--- src/hw/tpiop_cfg.svh ---
// register offsets, field positions, reset values for the two-pin port
`ifndef TPIOP_CFG_SVH
`define TPIOP_CFG_SVH
`define TPIOP_OFF_DATA     12'h000
`define TPIOP_OFF_DIR      12'h004
`define TPIOP_OFF_PULLUP   12'h008
`define TPIOP_OFF_STBY     12'h00c
`define TPIOP_OFF_PINS     12'h010
`define TPIOP_BIT_LINE_ONE 1
`define TPIOP_BIT_LINE_TWO 2
`define TPIOP_IMPL_MASK    8'h06
`define TPIOP_RST_DATA     8'h00
`define TPIOP_RST_DIR      8'h00
`define TPIOP_RST_PULLUP   8'h00
`define TPIOP_STBY_FLOAT   0
`define TPIOP_STBY_RMW     1
`endif

--- src/hw/tpiop_pkg.sv ---
// types for the two-pin port
package tpiop_pkg;
  typedef struct packed {
    logic [7:0] data;
    logic [7:0] dir;
    logic [7:0] pu_en;
  } tpiop_regs_t;
  typedef struct packed {
    logic [1:0] out;
    logic [1:0] oe;
    logic [1:0] pu;
  } tpiop_pad_t;
  typedef enum logic [1:0] {
    TPIOP_IDLE   = 2'b00,
    TPIOP_SETUP  = 2'b01,
    TPIOP_ACCESS = 2'b11
  } tpiop_apb_st_t;
endpackage : tpiop_pkg

--- src/hw/tpiop_apb_slave.sv ---
// apb slave phase tracker: one wait-free access cycle
`timescale 1ns/100ps
module tpiop_apb_slave
(
  input  wire logic                 ref_clk,
  input  wire logic                 nrst,
  input  wire logic                 psel,
  input  wire logic                 penable,
  input  wire logic                 pwrite,
  output logic                      wr_stb,
  output logic                      rd_stb,
  output tpiop_pkg::tpiop_apb_st_t  state
);
  tpiop_pkg::tpiop_apb_st_t st_r;
  tpiop_pkg::tpiop_apb_st_t st_nxt;
  // ---------------------------------------------------------------
  // phase tracking
  // ---------------------------------------------------------------
  always_comb
  begin
    st_nxt = tpiop_pkg::TPIOP_IDLE;
    case (st_r)
      tpiop_pkg::TPIOP_IDLE:
        st_nxt = psel ? tpiop_pkg::TPIOP_SETUP : tpiop_pkg::TPIOP_IDLE;
      tpiop_pkg::TPIOP_SETUP:
        st_nxt = tpiop_pkg::TPIOP_ACCESS;
      default:
        st_nxt = psel && !penable ? tpiop_pkg::TPIOP_SETUP
                                  : tpiop_pkg::TPIOP_IDLE;
    endcase
  end
  always_ff @(posedge ref_clk or negedge nrst)
  begin
    if (!nrst)
      st_r <= tpiop_pkg::TPIOP_IDLE;
    else
      st_r <= st_nxt;
  end
  // strobes follow the bus signals so a master needs no wait states
  assign wr_stb = psel && penable && pwrite;
  assign rd_stb = psel && penable && !pwrite;
  assign state  = st_r;
  property p_strobe_excl;
    @(posedge ref_clk) disable iff (!nrst)
    !(wr_stb && rd_stb);
  endproperty
  a_strobe_excl: assert property (p_strobe_excl) // RL14
    else $error("read and write strobe together");
endmodule : tpiop_apb_slave

--- src/hw/tpiop_pad_ctrl.sv ---
// pad control: drive, float and pull-up per line
`timescale 1ns/100ps
`include "tpiop_cfg.svh"
module tpiop_pad_ctrl
(
  input  wire logic [1:0]           latch,
  input  wire logic [1:0]           dir,
  input  wire logic [1:0]           pu_en,
  input  wire logic [1:0]           pin_in,
  input  wire logic                 float_now,
  input  wire logic [1:0]           held_out,
  input  wire logic [1:0]           held_oe,
  input  wire logic                 hold_now,
  output tpiop_pkg::tpiop_pad_t     pad,
  output logic      [1:0]           pin_seen
);
  wire [1:0] oe_run  = dir;                               // RL1 RL2
  wire [1:0] oe_eff  = float_now ? 2'b00 :                // RL8
                       hold_now ? held_oe : oe_run;       // RL9
  wire [1:0] out_eff = hold_now ? held_out : latch;       // RL3 RL9
  assign pad.oe  = oe_eff;
  assign pad.out = out_eff;
  // pull-up off when line drives low, and off when floated in standby
  assign pad.pu  = pu_en & ~(oe_eff & ~out_eff)           // RL10 RL11
                   & {2{~float_now}};
  // input forced low in float mode so an open pad cannot leak
  assign pin_seen = float_now ? 2'b00 : pin_in;           // RL8
endmodule : tpiop_pad_ctrl

--- src/hw/tpiop_port.sv ---
// two-pin general-purpose port with pull-ups, apb register access
//
// How it works
// [RL1] direction bit one makes pin output
// [RL2] direction bit zero makes pin input
// [RL3] output pin drives its latch bit
// [RL4] data writes always load latch
// [RL5] output pin reads back latch
// [RL6] input pin reads pin, rmw reads latch
// [RL7] reset clears direction, all inputs
// [RL8] float mode in standby: hi-z, input low
// [RL9] hold mode in standby keeps pin state
// [RL10] pull-up bit connects pull-up resistor
// [RL11] pull-up cut while pin drives low
// [RL12] only bits two and one exist
// [RL13] software disables shared peripheral outputs first
// [RL14] data, pull-up reset zero; writes next edge
//
// Added by the designer: the register addresses and the APB register port.
`timescale 1ns/100ps
`include "tpiop_cfg.svh"
module tpiop_port
(
  input  wire logic        ref_clk,
  input  wire logic        nrst,
  input  wire logic        psel,
  input  wire logic        penable,
  input  wire logic        pwrite,
  input  wire logic [11:0] paddr,
  input  wire logic [31:0] pwdata,
  output logic      [31:0] prdata,
  output logic             pready,
  output logic             pslverr,
  input  wire logic        standby_active,
  input  wire logic [1:0]  port_pin_in,
  output logic      [1:0]  port_pin_out,
  output logic      [1:0]  port_pin_oe,
  output logic      [1:0]  port_pin_pullup
);
  // ---------------------------------------------------------------
  // registers
  // ---------------------------------------------------------------
  tpiop_pkg::tpiop_regs_t   regs_r;
  logic [1:0]               stby_ctl_r;
  logic [1:0]               held_out_r;
  logic [1:0]               held_oe_r;
  logic [31:0]              prdata_r;
  logic                     wr_stb;
  logic                     rd_stb;
  tpiop_pkg::tpiop_apb_st_t bus_st;
  tpiop_pkg::tpiop_pad_t    pad;
  logic [1:0]               pin_seen;

  function automatic logic [7:0] impl_bits(input logic [31:0] d);
    impl_bits = d[7:0] & `TPIOP_IMPL_MASK;                // RL12
  endfunction : impl_bits

  tpiop_apb_slave u_apb
  (
    .ref_clk (ref_clk),
    .nrst    (nrst),
    .psel    (psel),
    .penable (penable),
    .pwrite  (pwrite),
    .wr_stb  (wr_stb),
    .rd_stb  (rd_stb),
    .state   (bus_st)
  );

  // ---------------------------------------------------------------
  // address decode
  // ---------------------------------------------------------------
  wire sel_data = paddr == `TPIOP_OFF_DATA;
  wire sel_dir  = paddr == `TPIOP_OFF_DIR;
  wire sel_pu   = paddr == `TPIOP_OFF_PULLUP;
  wire sel_stby = paddr == `TPIOP_OFF_STBY;
  wire sel_pins = paddr == `TPIOP_OFF_PINS;
  wire mapped   = sel_data | sel_dir | sel_pu | sel_stby | sel_pins;
  wire float_now = standby_active && stby_ctl_r[`TPIOP_STBY_FLOAT];
  wire hold_now  = standby_active && !stby_ctl_r[`TPIOP_STBY_FLOAT];
  wire rmw_read  = stby_ctl_r[`TPIOP_STBY_RMW];
  wire [1:0] dir2   = {regs_r.dir[`TPIOP_BIT_LINE_TWO],
                       regs_r.dir[`TPIOP_BIT_LINE_ONE]};
  wire [1:0] latch2 = {regs_r.data[`TPIOP_BIT_LINE_TWO],
                       regs_r.data[`TPIOP_BIT_LINE_ONE]};
  wire [1:0] pu2    = {regs_r.pu_en[`TPIOP_BIT_LINE_TWO],
                       regs_r.pu_en[`TPIOP_BIT_LINE_ONE]};
  // rmw flag reads latch everywhere; otherwise output lines read latch
  wire [1:0] rd_lines = rmw_read ? latch2 :               // RL6
                        (dir2 & latch2) | (~dir2 & pin_seen); // RL5 RL6
  wire [7:0] data_rd  = {5'h00, rd_lines, 1'b0};          // RL12
  wire [7:0] pins_rd  = {5'h00, pin_seen, 1'b0};
  wire [7:0] rd_mux   = sel_data ? data_rd :
                        sel_dir  ? regs_r.dir :
                        sel_pu   ? regs_r.pu_en :
                        sel_stby ? {6'h00, stby_ctl_r} :
                        sel_pins ? pins_rd : 8'h00;

  // ---------------------------------------------------------------
  // register writes
  // ---------------------------------------------------------------
  always_ff @(posedge ref_clk or negedge nrst)
  begin
    if (!nrst)
    begin
      regs_r.data   <= `TPIOP_RST_DATA;                   // RL14
      regs_r.dir    <= `TPIOP_RST_DIR;                    // RL7
      regs_r.pu_en  <= `TPIOP_RST_PULLUP;                 // RL14
      stby_ctl_r    <= 2'h0;
    end
    else if (wr_stb)
    begin
      if (sel_data)
        regs_r.data <= impl_bits(pwdata);                 // RL4 RL14
      if (sel_dir)
        regs_r.dir <= impl_bits(pwdata);                  // RL1 RL2
      if (sel_pu)
        regs_r.pu_en <= impl_bits(pwdata);                // RL10
      if (sel_stby)
        stby_ctl_r <= pwdata[1:0];
    end
  end

  // snapshot of pad drive on standby entry, for hold mode
  always_ff @(posedge ref_clk or negedge nrst)
  begin
    if (!nrst)
    begin
      held_out_r <= 2'h0;
      held_oe_r  <= 2'h0;
    end
    else
    begin
      if (!standby_active)
      begin
        held_out_r <= latch2;                             // RL9
        held_oe_r  <= dir2;                               // RL9
      end
    end
  end

  always_ff @(posedge ref_clk or negedge nrst)
  begin
    if (!nrst)
      prdata_r <= 32'h0000_0000;
    else if (psel && !penable && !pwrite)
      prdata_r <= {24'h00_0000, rd_mux};
  end

  // ---------------------------------------------------------------
  // pads
  // ---------------------------------------------------------------
  tpiop_pad_ctrl u_pad
  (
    .latch     (latch2),
    .dir       (dir2),
    .pu_en     (pu2),
    .pin_in    (port_pin_in),
    .float_now (float_now),
    .held_out  (held_out_r),
    .held_oe   (held_oe_r),
    .hold_now  (hold_now),
    .pad       (pad),
    .pin_seen  (pin_seen)
  );

  assign port_pin_out    = pad.out;
  assign port_pin_oe     = pad.oe;
  assign port_pin_pullup = pad.pu;
  assign prdata          = prdata_r;
  assign pready          = 1'b1;
  assign pslverr         = psel && penable && !mapped;

  // ---------------------------------------------------------------
  // checks
  // ---------------------------------------------------------------
  property p_out_dir;
    @(posedge ref_clk) disable iff (!nrst)
    !standby_active |-> port_pin_oe == dir2;
  endproperty
  a_out_dir: assert property (p_out_dir) // RL1
    else $error("output enable differs from direction");

  property p_in_dir;
    @(posedge ref_clk) disable iff (!nrst)
    !standby_active && !dir2[0] |-> !port_pin_oe[0];
  endproperty
  a_in_dir: assert property (p_in_dir) // RL2
    else $error("input line is driven");

  property p_drive_latch;
    @(posedge ref_clk) disable iff (!nrst)
    !standby_active && dir2[1] |-> port_pin_out[1] == latch2[1];
  endproperty
  a_drive_latch: assert property (p_drive_latch) // RL3
    else $error("output line not showing latch");

  property p_write_lat;
    @(posedge ref_clk) disable iff (!nrst)
    wr_stb && sel_data |=> regs_r.data == $past(impl_bits(pwdata));
  endproperty
  a_write_lat: assert property (p_write_lat) // RL4 RL14
    else $error("data write not latched next edge");

  property p_read_out;
    @(posedge ref_clk) disable iff (!nrst)
    psel && !penable && !pwrite && sel_data && dir2 == 2'b11
      |=> prdata[2:1] == $past(latch2);
  endproperty
  a_read_out: assert property (p_read_out) // RL5
    else $error("output line read not latch");

  property p_read_rmw;
    @(posedge ref_clk) disable iff (!nrst)
    psel && !penable && !pwrite && sel_data && rmw_read
      |=> prdata[2:1] == $past(latch2);
  endproperty
  a_read_rmw: assert property (p_read_rmw) // RL6
    else $error("rmw read not latch");

  property p_float;
    @(posedge ref_clk) disable iff (!nrst)
    float_now |-> port_pin_oe == 2'b00 && pin_seen == 2'b00
                  && port_pin_pullup == 2'b00;
  endproperty
  a_float: assert property (p_float) // RL8
    else $error("float mode not hi-z");

  property p_hold;
    @(posedge ref_clk) disable iff (!nrst)
    !standby_active ##1 hold_now |-> port_pin_out == $past(latch2)
                                     && port_pin_oe == $past(dir2);
  endproperty
  a_hold: assert property (p_hold) // RL9
    else $error("hold mode lost state");

  property p_pull_low;
    @(posedge ref_clk) disable iff (!nrst)
    port_pin_oe[0] && !port_pin_out[0] |-> !port_pin_pullup[0];
  endproperty
  a_pull_low: assert property (p_pull_low) // RL11
    else $error("pull-up on low-driven line");

  property p_pull_low_two;
    @(posedge ref_clk) disable iff (!nrst)
    port_pin_oe[1] && !port_pin_out[1] |-> !port_pin_pullup[1];
  endproperty
  a_pull_low_two: assert property (p_pull_low_two) // RL11
    else $error("pull-up on low-driven line two");

  property p_in_dir_two;
    @(posedge ref_clk) disable iff (!nrst)
    !standby_active && !dir2[1] |-> !port_pin_oe[1];
  endproperty
  a_in_dir_two: assert property (p_in_dir_two) // RL2
    else $error("input line two is driven");

  property p_drive_latch_one;
    @(posedge ref_clk) disable iff (!nrst)
    !standby_active && dir2[0] |-> port_pin_out[0] == latch2[0];
  endproperty
  a_drive_latch_one: assert property (p_drive_latch_one) // RL3
    else $error("line one not showing latch");

  property p_write_dir;
    @(posedge ref_clk) disable iff (!nrst)
    wr_stb && sel_dir |=> regs_r.dir == $past(impl_bits(pwdata));
  endproperty
  a_write_dir: assert property (p_write_dir) // RL1 RL14
    else $error("direction write not taken next edge");

  property p_write_pu;
    @(posedge ref_clk) disable iff (!nrst)
    wr_stb && sel_pu |=> regs_r.pu_en == $past(impl_bits(pwdata));
  endproperty
  a_write_pu: assert property (p_write_pu) // RL10 RL14
    else $error("pull-up write not taken next edge");

  property p_read_in;
    @(posedge ref_clk) disable iff (!nrst)
    psel && !penable && !pwrite && sel_data && !rmw_read && dir2 == 2'b00
      && !float_now |=> prdata[2:1] == $past(port_pin_in);
  endproperty
  a_read_in: assert property (p_read_in) // RL6
    else $error("input line read not pin level");

  property p_pull_on;
    @(posedge ref_clk) disable iff (!nrst)
    !standby_active && pu2[0] && !port_pin_oe[0] |-> port_pin_pullup[0];
  endproperty
  a_pull_on: assert property (p_pull_on) // RL10
    else $error("enabled pull-up not connected");

  property p_pull_off;
    @(posedge ref_clk) disable iff (!nrst)
    pu2 == 2'b00 |-> port_pin_pullup == 2'b00;
  endproperty
  a_pull_off: assert property (p_pull_off) // RL10
    else $error("disabled pull-up connected");

  property p_unmapped;
    @(posedge ref_clk) disable iff (!nrst)
    wr_stb && !mapped |=> $stable(regs_r) && $stable(stby_ctl_r);
  endproperty
  a_unmapped: assert property (p_unmapped) // RL12
    else $error("unmapped write changed a register");

  // tracker trails the bus: access shows one edge after the strobe
  property p_phase;
    @(posedge ref_clk) disable iff (!nrst)
    wr_stb || rd_stb |=> bus_st == tpiop_pkg::TPIOP_ACCESS;
  endproperty
  a_phase: assert property (p_phase) // RL14
    else $error("bus phase tracker out of step");

  property p_unused;
    @(posedge ref_clk) disable iff (!nrst)
    (regs_r.dir & ~`TPIOP_IMPL_MASK) == 8'h00
      && (regs_r.data & ~`TPIOP_IMPL_MASK) == 8'h00
      && (regs_r.pu_en & ~`TPIOP_IMPL_MASK) == 8'h00;
  endproperty
  a_unused: assert property (p_unused) // RL12
    else $error("unused bit set");

  c_write: cover property (@(posedge ref_clk) wr_stb && sel_dir);
  c_float: cover property (@(posedge ref_clk) float_now);
  c_hold:  cover property (@(posedge ref_clk)
                           hold_now && port_pin_oe != 2'b00);
  c_err:   cover property (@(posedge ref_clk) pslverr);
endmodule : tpiop_port

--- config.mk ---
export PLATFORM = sky130hd
export DESIGN_NAME = tpiop_port
export DESIGN_NICKNAME = d
export VERILOG_FILES = /design/src/hw/tpiop_pkg.sv /design/src/hw/tpiop_apb_slave.sv /design/src/hw/tpiop_pad_ctrl.sv /design/src/hw/tpiop_port.sv
export VERILOG_INCLUDE_DIRS = /design/src /design/src/hw
export SDC_FILE = /design/constraint.sdc
export NUM_CORES = 1
export LEC_CHECK = 0
export ABC_CLOCK_PERIOD_IN_PS = 2600
export BUFFER_PORTS_ARGS = -buffer_cell sky130_fd_sc_hd__buf_4
export CORE_MARGIN = 4
export CORE_UTILIZATION = 35
export CTS_CLUSTER_DIAMETER = 100
export DETAILED_ROUTE_END_ITERATION = 8
export GPL_ROUTABILITY_DRIVEN = 0
export PLACE_DENSITY = 0.75
export SYNTH_ARGS = -nofsm -noshare
export SYNTH_HDL_FRONTEND = slang
export SYNTH_SLANG_ARGS = --single-unit
--- constraint.sdc ---
create_clock -name ref_clk -period 2.6 [get_ports ref_clk]
set_input_delay 0 -clock ref_clk [delete_from_list [all_inputs] [get_ports ref_clk]]
set_output_delay 0 -clock ref_clk [all_outputs]
set_load 0.01 [all_outputs]
=== Word level (Yosys, flattened, before mapping) ===
Cells that the tools add are included.

* Mux-type cells: 10
* Bitwise operators: 14
* Equal/unequal tests: 4
* Reduce and logical (&&, ||, !) cells: 16

{| class="wikitable"
|+ Operators by type and width
! cell !! number
|-
| 12-bit by 4-bit == test with 1-bit output, second input constant || 2
|-
| 3-bit two-way mux || 5
|-
| 12-bit by 3-bit == test with 1-bit output, second input constant || 1
|-
| 12-bit by 5-bit == test with 1-bit output, second input constant || 1
|-
| 12-bit zero test || 1
|-
| 2-bit bitwise AND || 5
|-
| 2-bit two-way mux || 5
|-
| 2-bit AND reduction || 4
|-
| 1-bit logical AND || 7
|-
| 2-bit inverter || 3
|-
| 1-bit zero test || 4
|-
| 1-bit bitwise OR || 4
|-
| 2-bit bitwise OR || 1
|-
| 1-bit inverter || 1
|}

* Output and inout bits: 40
* Register bits: 20

=== Logic depth before layout (Yosys ltp) ===
* Depth after elaboration: 8
* Gate-level depth with buffers: 5

=== Hierarchy ===
From an unflattened synthesis, not the netlist that was laid out.

* Cells, all modules: 128
* Area total of the unflattened synthesis: 1228.7 um^2

{| class="wikitable"
|+ Modules (own cells, without submodules)
! module !! cells an instance !! area each (um^2) !! instances
|-
| tpiop_port || 106 || 1044.8 || 1
|-
| tpiop_pad_ctrl || 14 || 100.1 || 1
|-
| tpiop_apb_slave || 8 || 83.8 || 1
|}

=== Worst setup path after synthesis ===
OpenSTA, ideal clock, no wires.

* Path kind: reg2reg
* From: reg stby_ctl_r[1]
* To: reg prdata_r[1], in the netlist prdata[1]
* Path slack: 1.281 ns
* Buffers on the path: 0
* Data required time: 2.468 ns
* Arrival: 1.187 ns
* Period minus slack after synthesis: 1.319 ns
* Setup time: 0.132 ns
* Cell stages (with the launch flop): 5
* Path through: dfrtp_1 -> nor2_1 -> mux2_2 -> a221oi_1 -> o21ai_0

* Cells in the longest elaborated chain, start to end: 4

{| class="wikitable"
|+ Ends and longest elaborated chain
! what !! RTL line !! RTL
|-
| start: declaration || tpiop_port.sv:44 || <nowiki>logic [1:0] stby_ctl_r;</nowiki>
|-
| start signal: assignment || tpiop_port.sv:120 || <nowiki>stby_ctl_r <= pwdata[1:0];</nowiki>
|-
| 3-bit two-way mux || tpiop_port.sv:96 || <nowiki>sel_stby ? {6'h00, stby_ctl_r} :</nowiki>
|-
| 3-bit two-way mux || tpiop_port.sv:95 || <nowiki>sel_pu ? regs_r.pu_en :</nowiki>
|-
| 3-bit two-way mux || tpiop_port.sv:94 || <nowiki>sel_dir ? regs_r.dir :</nowiki>
|-
| 3-bit two-way mux * || tpiop_port.sv:93 || <nowiki>wire [7:0] rd_mux = sel_data ? data_rd :</nowiki>
|-
| end signal: assignment || tpiop_port.sv:147 || <nowiki>prdata_r <= {24'h00_0000, rd_mux};</nowiki>
|-
| end: declaration || tpiop_port.sv:47 || <nowiki>logic [31:0] prdata_r;</nowiki>
|}

Every way passes the cells marked *; elsewhere a longest branch is shown, timed or not.
A chain may end at the register's enable or synchronous reset.

=== Final worst setup path ===
* From: reg stby_ctl_r[0]
* To: out port_pin_pullup[1]

* Cells in the longest elaborated chain, start to end: 8

{| class="wikitable"
|+ Ends and longest elaborated chain
! what !! RTL line !! RTL
|-
| 1-bit zero test || tpiop_port.sv:80 || <nowiki>wire hold_now = standby_active && !stby_ctl_r[`TPIOP_STBY_FLOAT];</nowiki>
|-
| 1-bit logical AND || tpiop_port.sv:80 ||
|-
| 2-bit two-way mux, on equally long branches || tpiop_pad_ctrl.sv:19, tpiop_pad_ctrl.sv:20 ||
|-
| 2-bit two-way mux or 2-bit inverter (tied branches) || tpiop_pad_ctrl.sv:18, tpiop_pad_ctrl.sv:24 ||
|-
| 2-bit bitwise AND || tpiop_pad_ctrl.sv:24 || <nowiki>assign pad.pu = pu_en & ~(oe_eff & ~out_eff)</nowiki>
|-
| 2-bit inverter || tpiop_pad_ctrl.sv:24 ||
|-
| 2-bit bitwise AND || tpiop_pad_ctrl.sv:24 ||
|-
| 2-bit bitwise AND * || tpiop_pad_ctrl.sv:25 || <nowiki>& {2{~float_now}};</nowiki>
|-
| end: declaration || tpiop_port.sv:38 || <nowiki>output logic [1:0] port_pin_pullup</nowiki>
|}

Marks and branches as above.

==> impl_metrics.tcl <==
set metrics [dict create \
    p_leak_nw 0.695 \
    finalSetupTns_ps 0 \
    crit_type "reg2out" \
    hold_path_class "in2reg" \
    die_y_um 64.4 \
    die_x_um 64.4 \
    path_buf_inv 1 \
    fin_skew_ps 2.06 \
    multiInputGateArea_um2 592 \
    ff2ff_path_depth 4 \
    yosys.cell_count.top_type "buf_4" \
    stdcell_count 206 \
    p_switching_mw 0.122 \
    ios 92 \
    ys_seq_area_share_pct 33.7 \
    syn_avg_cell_area_um2 8.97 \
    ir_drop_mv 0.220 \
    period_needed_ps 1580 \
    worstPathArrival_ps 1580 \
    synthAdderAreaFrac_pct 0 \
    ys_ff_latch 15 \
    rows 20 \
    nets 215 \
    drive_gt1_share_pct 30.9 \
    pwr-share-comb_pct 19.1 \
    critPathRequiredTime_ps 2600 \
    seqCellArea_um2 375 \
    syn_area_um2 1110 \
    hpwl_mm 1.92 \
    status "finished, final reports clean" \
    cts_max_level 1 \
    antenna_found_initial 0 \
    grt_pass1_vias 801 \
    start_util_pct 36.4 \
    core_um2 3050 \
    synthSimpleGateAreaFrac_pct 18.6 \
    cpMaxStageDelayCell "dfrtp_1" \
    cts.sinks 15 \
    p_clk_share_pct 29.4 \
    die_area_um2 4140 \
    min_path_cells 4 \
    synth_compound_area_share_pct 11.6 \
    cts_setup_buffers 0 \
    rsz0062_at_grt "false" \
    drv_cap 0 \
    io_buffers 32 \
    routed_wl_mm 2.31 \
    path_cells "nor2b_1 > mux2i_1 > a21oi_1 > buf_4" \
    switching_share_pct 27.0 \
    track_usage_pct 11.6 \
    muxShareOfSynthArea_pct 12.9 \
    ys_top_cells_by_count "buf_4 (30), nand2_1 (16), dfrtp_1 (15), mux2_2 (11)" \
    synthXorXnorAreaFrac_pct 0 \
    cts_hold_buf 6 \
    synth_warnings 0 \
    avgViaCountPerCell 4.38 \
    synth_cell_types 31 \
    cts_max_path_buffers 2 \
    power.density_nw_per_um2 332 \
    synth-async-reset-ratio_pct 100 \
    cp-start-kind "register" \
    seq_power_share_pct 51.6 \
    slew_violations 0 \
    post-route-drc-count 0 \
    grt_pass1_wl_mm 3.73 \
    firstDrtPassIters 4 \
    p_int_mw 0.330 \
    cp_slowest_stage_delay_ps 440 \
    synth-edff-count 0 \
    cts-root-buf "clkbuf_4" \
    fin_crit_sh_pct 60.9 \
    path_clk_slew_ps 90 \
    synth_top_family_by_area "buffers and inverters" \
    yosys.area.top_type_share_pct 33.7 \
    cts_tree "built" \
    end_kind "output pin" \
    synthCells 124 \
    grt_max_degree 16 \
    hold_viol 0 \
    clk-insertion-delay-late_ps 280 \
    synth-main-ff-cell "dfrtp_1" \
    areaGrowthSynthToFinish_pct 22.6 \
    numCtsBuffers 3 \
    routedWlPerCell_um 11.2 \
    synth.area.top_cells "dfrtp_1 (34%), buf_4 (20%), mux2_2 (11%), nand2_1 (5.4%), o21ai_0 (3.1%)" \
    dpl.cell_count 196 \
    cts_resized 0 \
    yosys.area.top_type "dfrtp_1" \
    fillers 331 \
    drt-initial-drc-count 17 \
    vias 903 \
    fmax_mhz 632 \
    critical_path_depth 4 \
    setup-violations-final 0 \
    antenna_cells 0 \
    crit_fanout 5 \
    cpLargestDelayFamily "flip-flops" \
    ant_nets 0 \
    grt-ovfl-total 0 \
]
-- layer usage --
layer / GRT usage, % / up-vias / wire length, µm
met2: 18.0 / 36 / 1140
met1: 15.1 / 421 / 936
met3: 2.11 / 4 / 177
met5: 0 / - / 0
li1: - / 442 / -
met4: 6.33 / 0 / 48
-- final timing paths --
kind                                       to          start  slack [ps]
setup / recovery           port_pin_pullup[1]  stby_ctl_r[0]        1020
hold / removal                      prdata[1]        penable          20
setup reg to reg                    prdata[1]  stby_ctl_r[1]        1160
hold reg to reg                  held_oe_r[1]   held_oe_r[1]         490
max in group asynchronous           latch2[1]           nrst        2330
min in group asynchronous              pu2[1]           nrst         100
-- power by group through the flow --
stage / clock network, mW / logic, mW / registers [mW]
after global routing: 0.147 / 0.0965 / 0.234
final: 0.133 / 0.0863 / 0.234
after CTS: 0.139 / 0.0852 / 0.234
after global placement: 0 / 0.0773 / 0.238
after detailed placement: 0 / 0.0780 / 0.238
after floorplan: 0 / 0.0726 / 0.238
-- state kept, by name, summed over array words and instances (netlist names) --
name        cells
prdata          3
dir2            2
stby_ctl_r      2
pu2             2
held_oe_r       2
held_out_r      2
latch2          2
-- layout by cell type, fill, tap and decap left out, types with 2 or more instances in the layout --
master,synthesis,routed
nand2_1,16,16
buf_4,30,32
nor2b_1,2,2
dlygate4sd3_1,0,6
mux2_2,11,11
clkbuf_4,0,3
dfrtp_1,15,15
conb_1,2,30
inv_1,4,4
nor3_1,2,2
nor4bb_1,2,2
nor2_1,7,7
a21o_1,2,2
o21ai_0,7,7
a21oi_1,3,3
mux2i_1,2,2
nor3b_1,2,2
-- layout make-up --
cell class	instances	share of cell area, %
Tap cell	44	4.04
Inverter	4	1.10
Timing Repair Buffer	38	22.0
Clock buffer	4	1.93
Sequential cell	15	27.5
Multi-Input combinational cell	101	43.4
-- per-stage QoR --
step | worst slack, ps | instance area [µm²] | total power [mW] | hold slack (ps) | util (%)
final | 1020 | 1360 | 0.453 | 19.9 | 44.7
after global routing | 891 | 1360 | 0.477 | 108 | 44.7
after CTS | 999 | 1360 | 0.457 | 4.94 | 44.7
after detailed placement | 1180 | 1280 | 0.316 | -135 | 41.8
after global placement | 1190 | 1280 | 0.315 | -138 | 41.8
after floorplan | 1280 | 1220 | 0.311 | -296 | -
-- cells by family after synthesis --
logic type,after synthesis
other cells,2
buf+inv,36
compound gates,20
flops,15
simple gates,38
mux,13
-- worst reg2reg max path, cell delays in order, from the launching register on --
cell	delay [ps]
dfrtp_1	440
nor2_1	130
mux2_2	340
a221oi_1	290
o21ai_0	130
(Power assumes the default switching activity.)
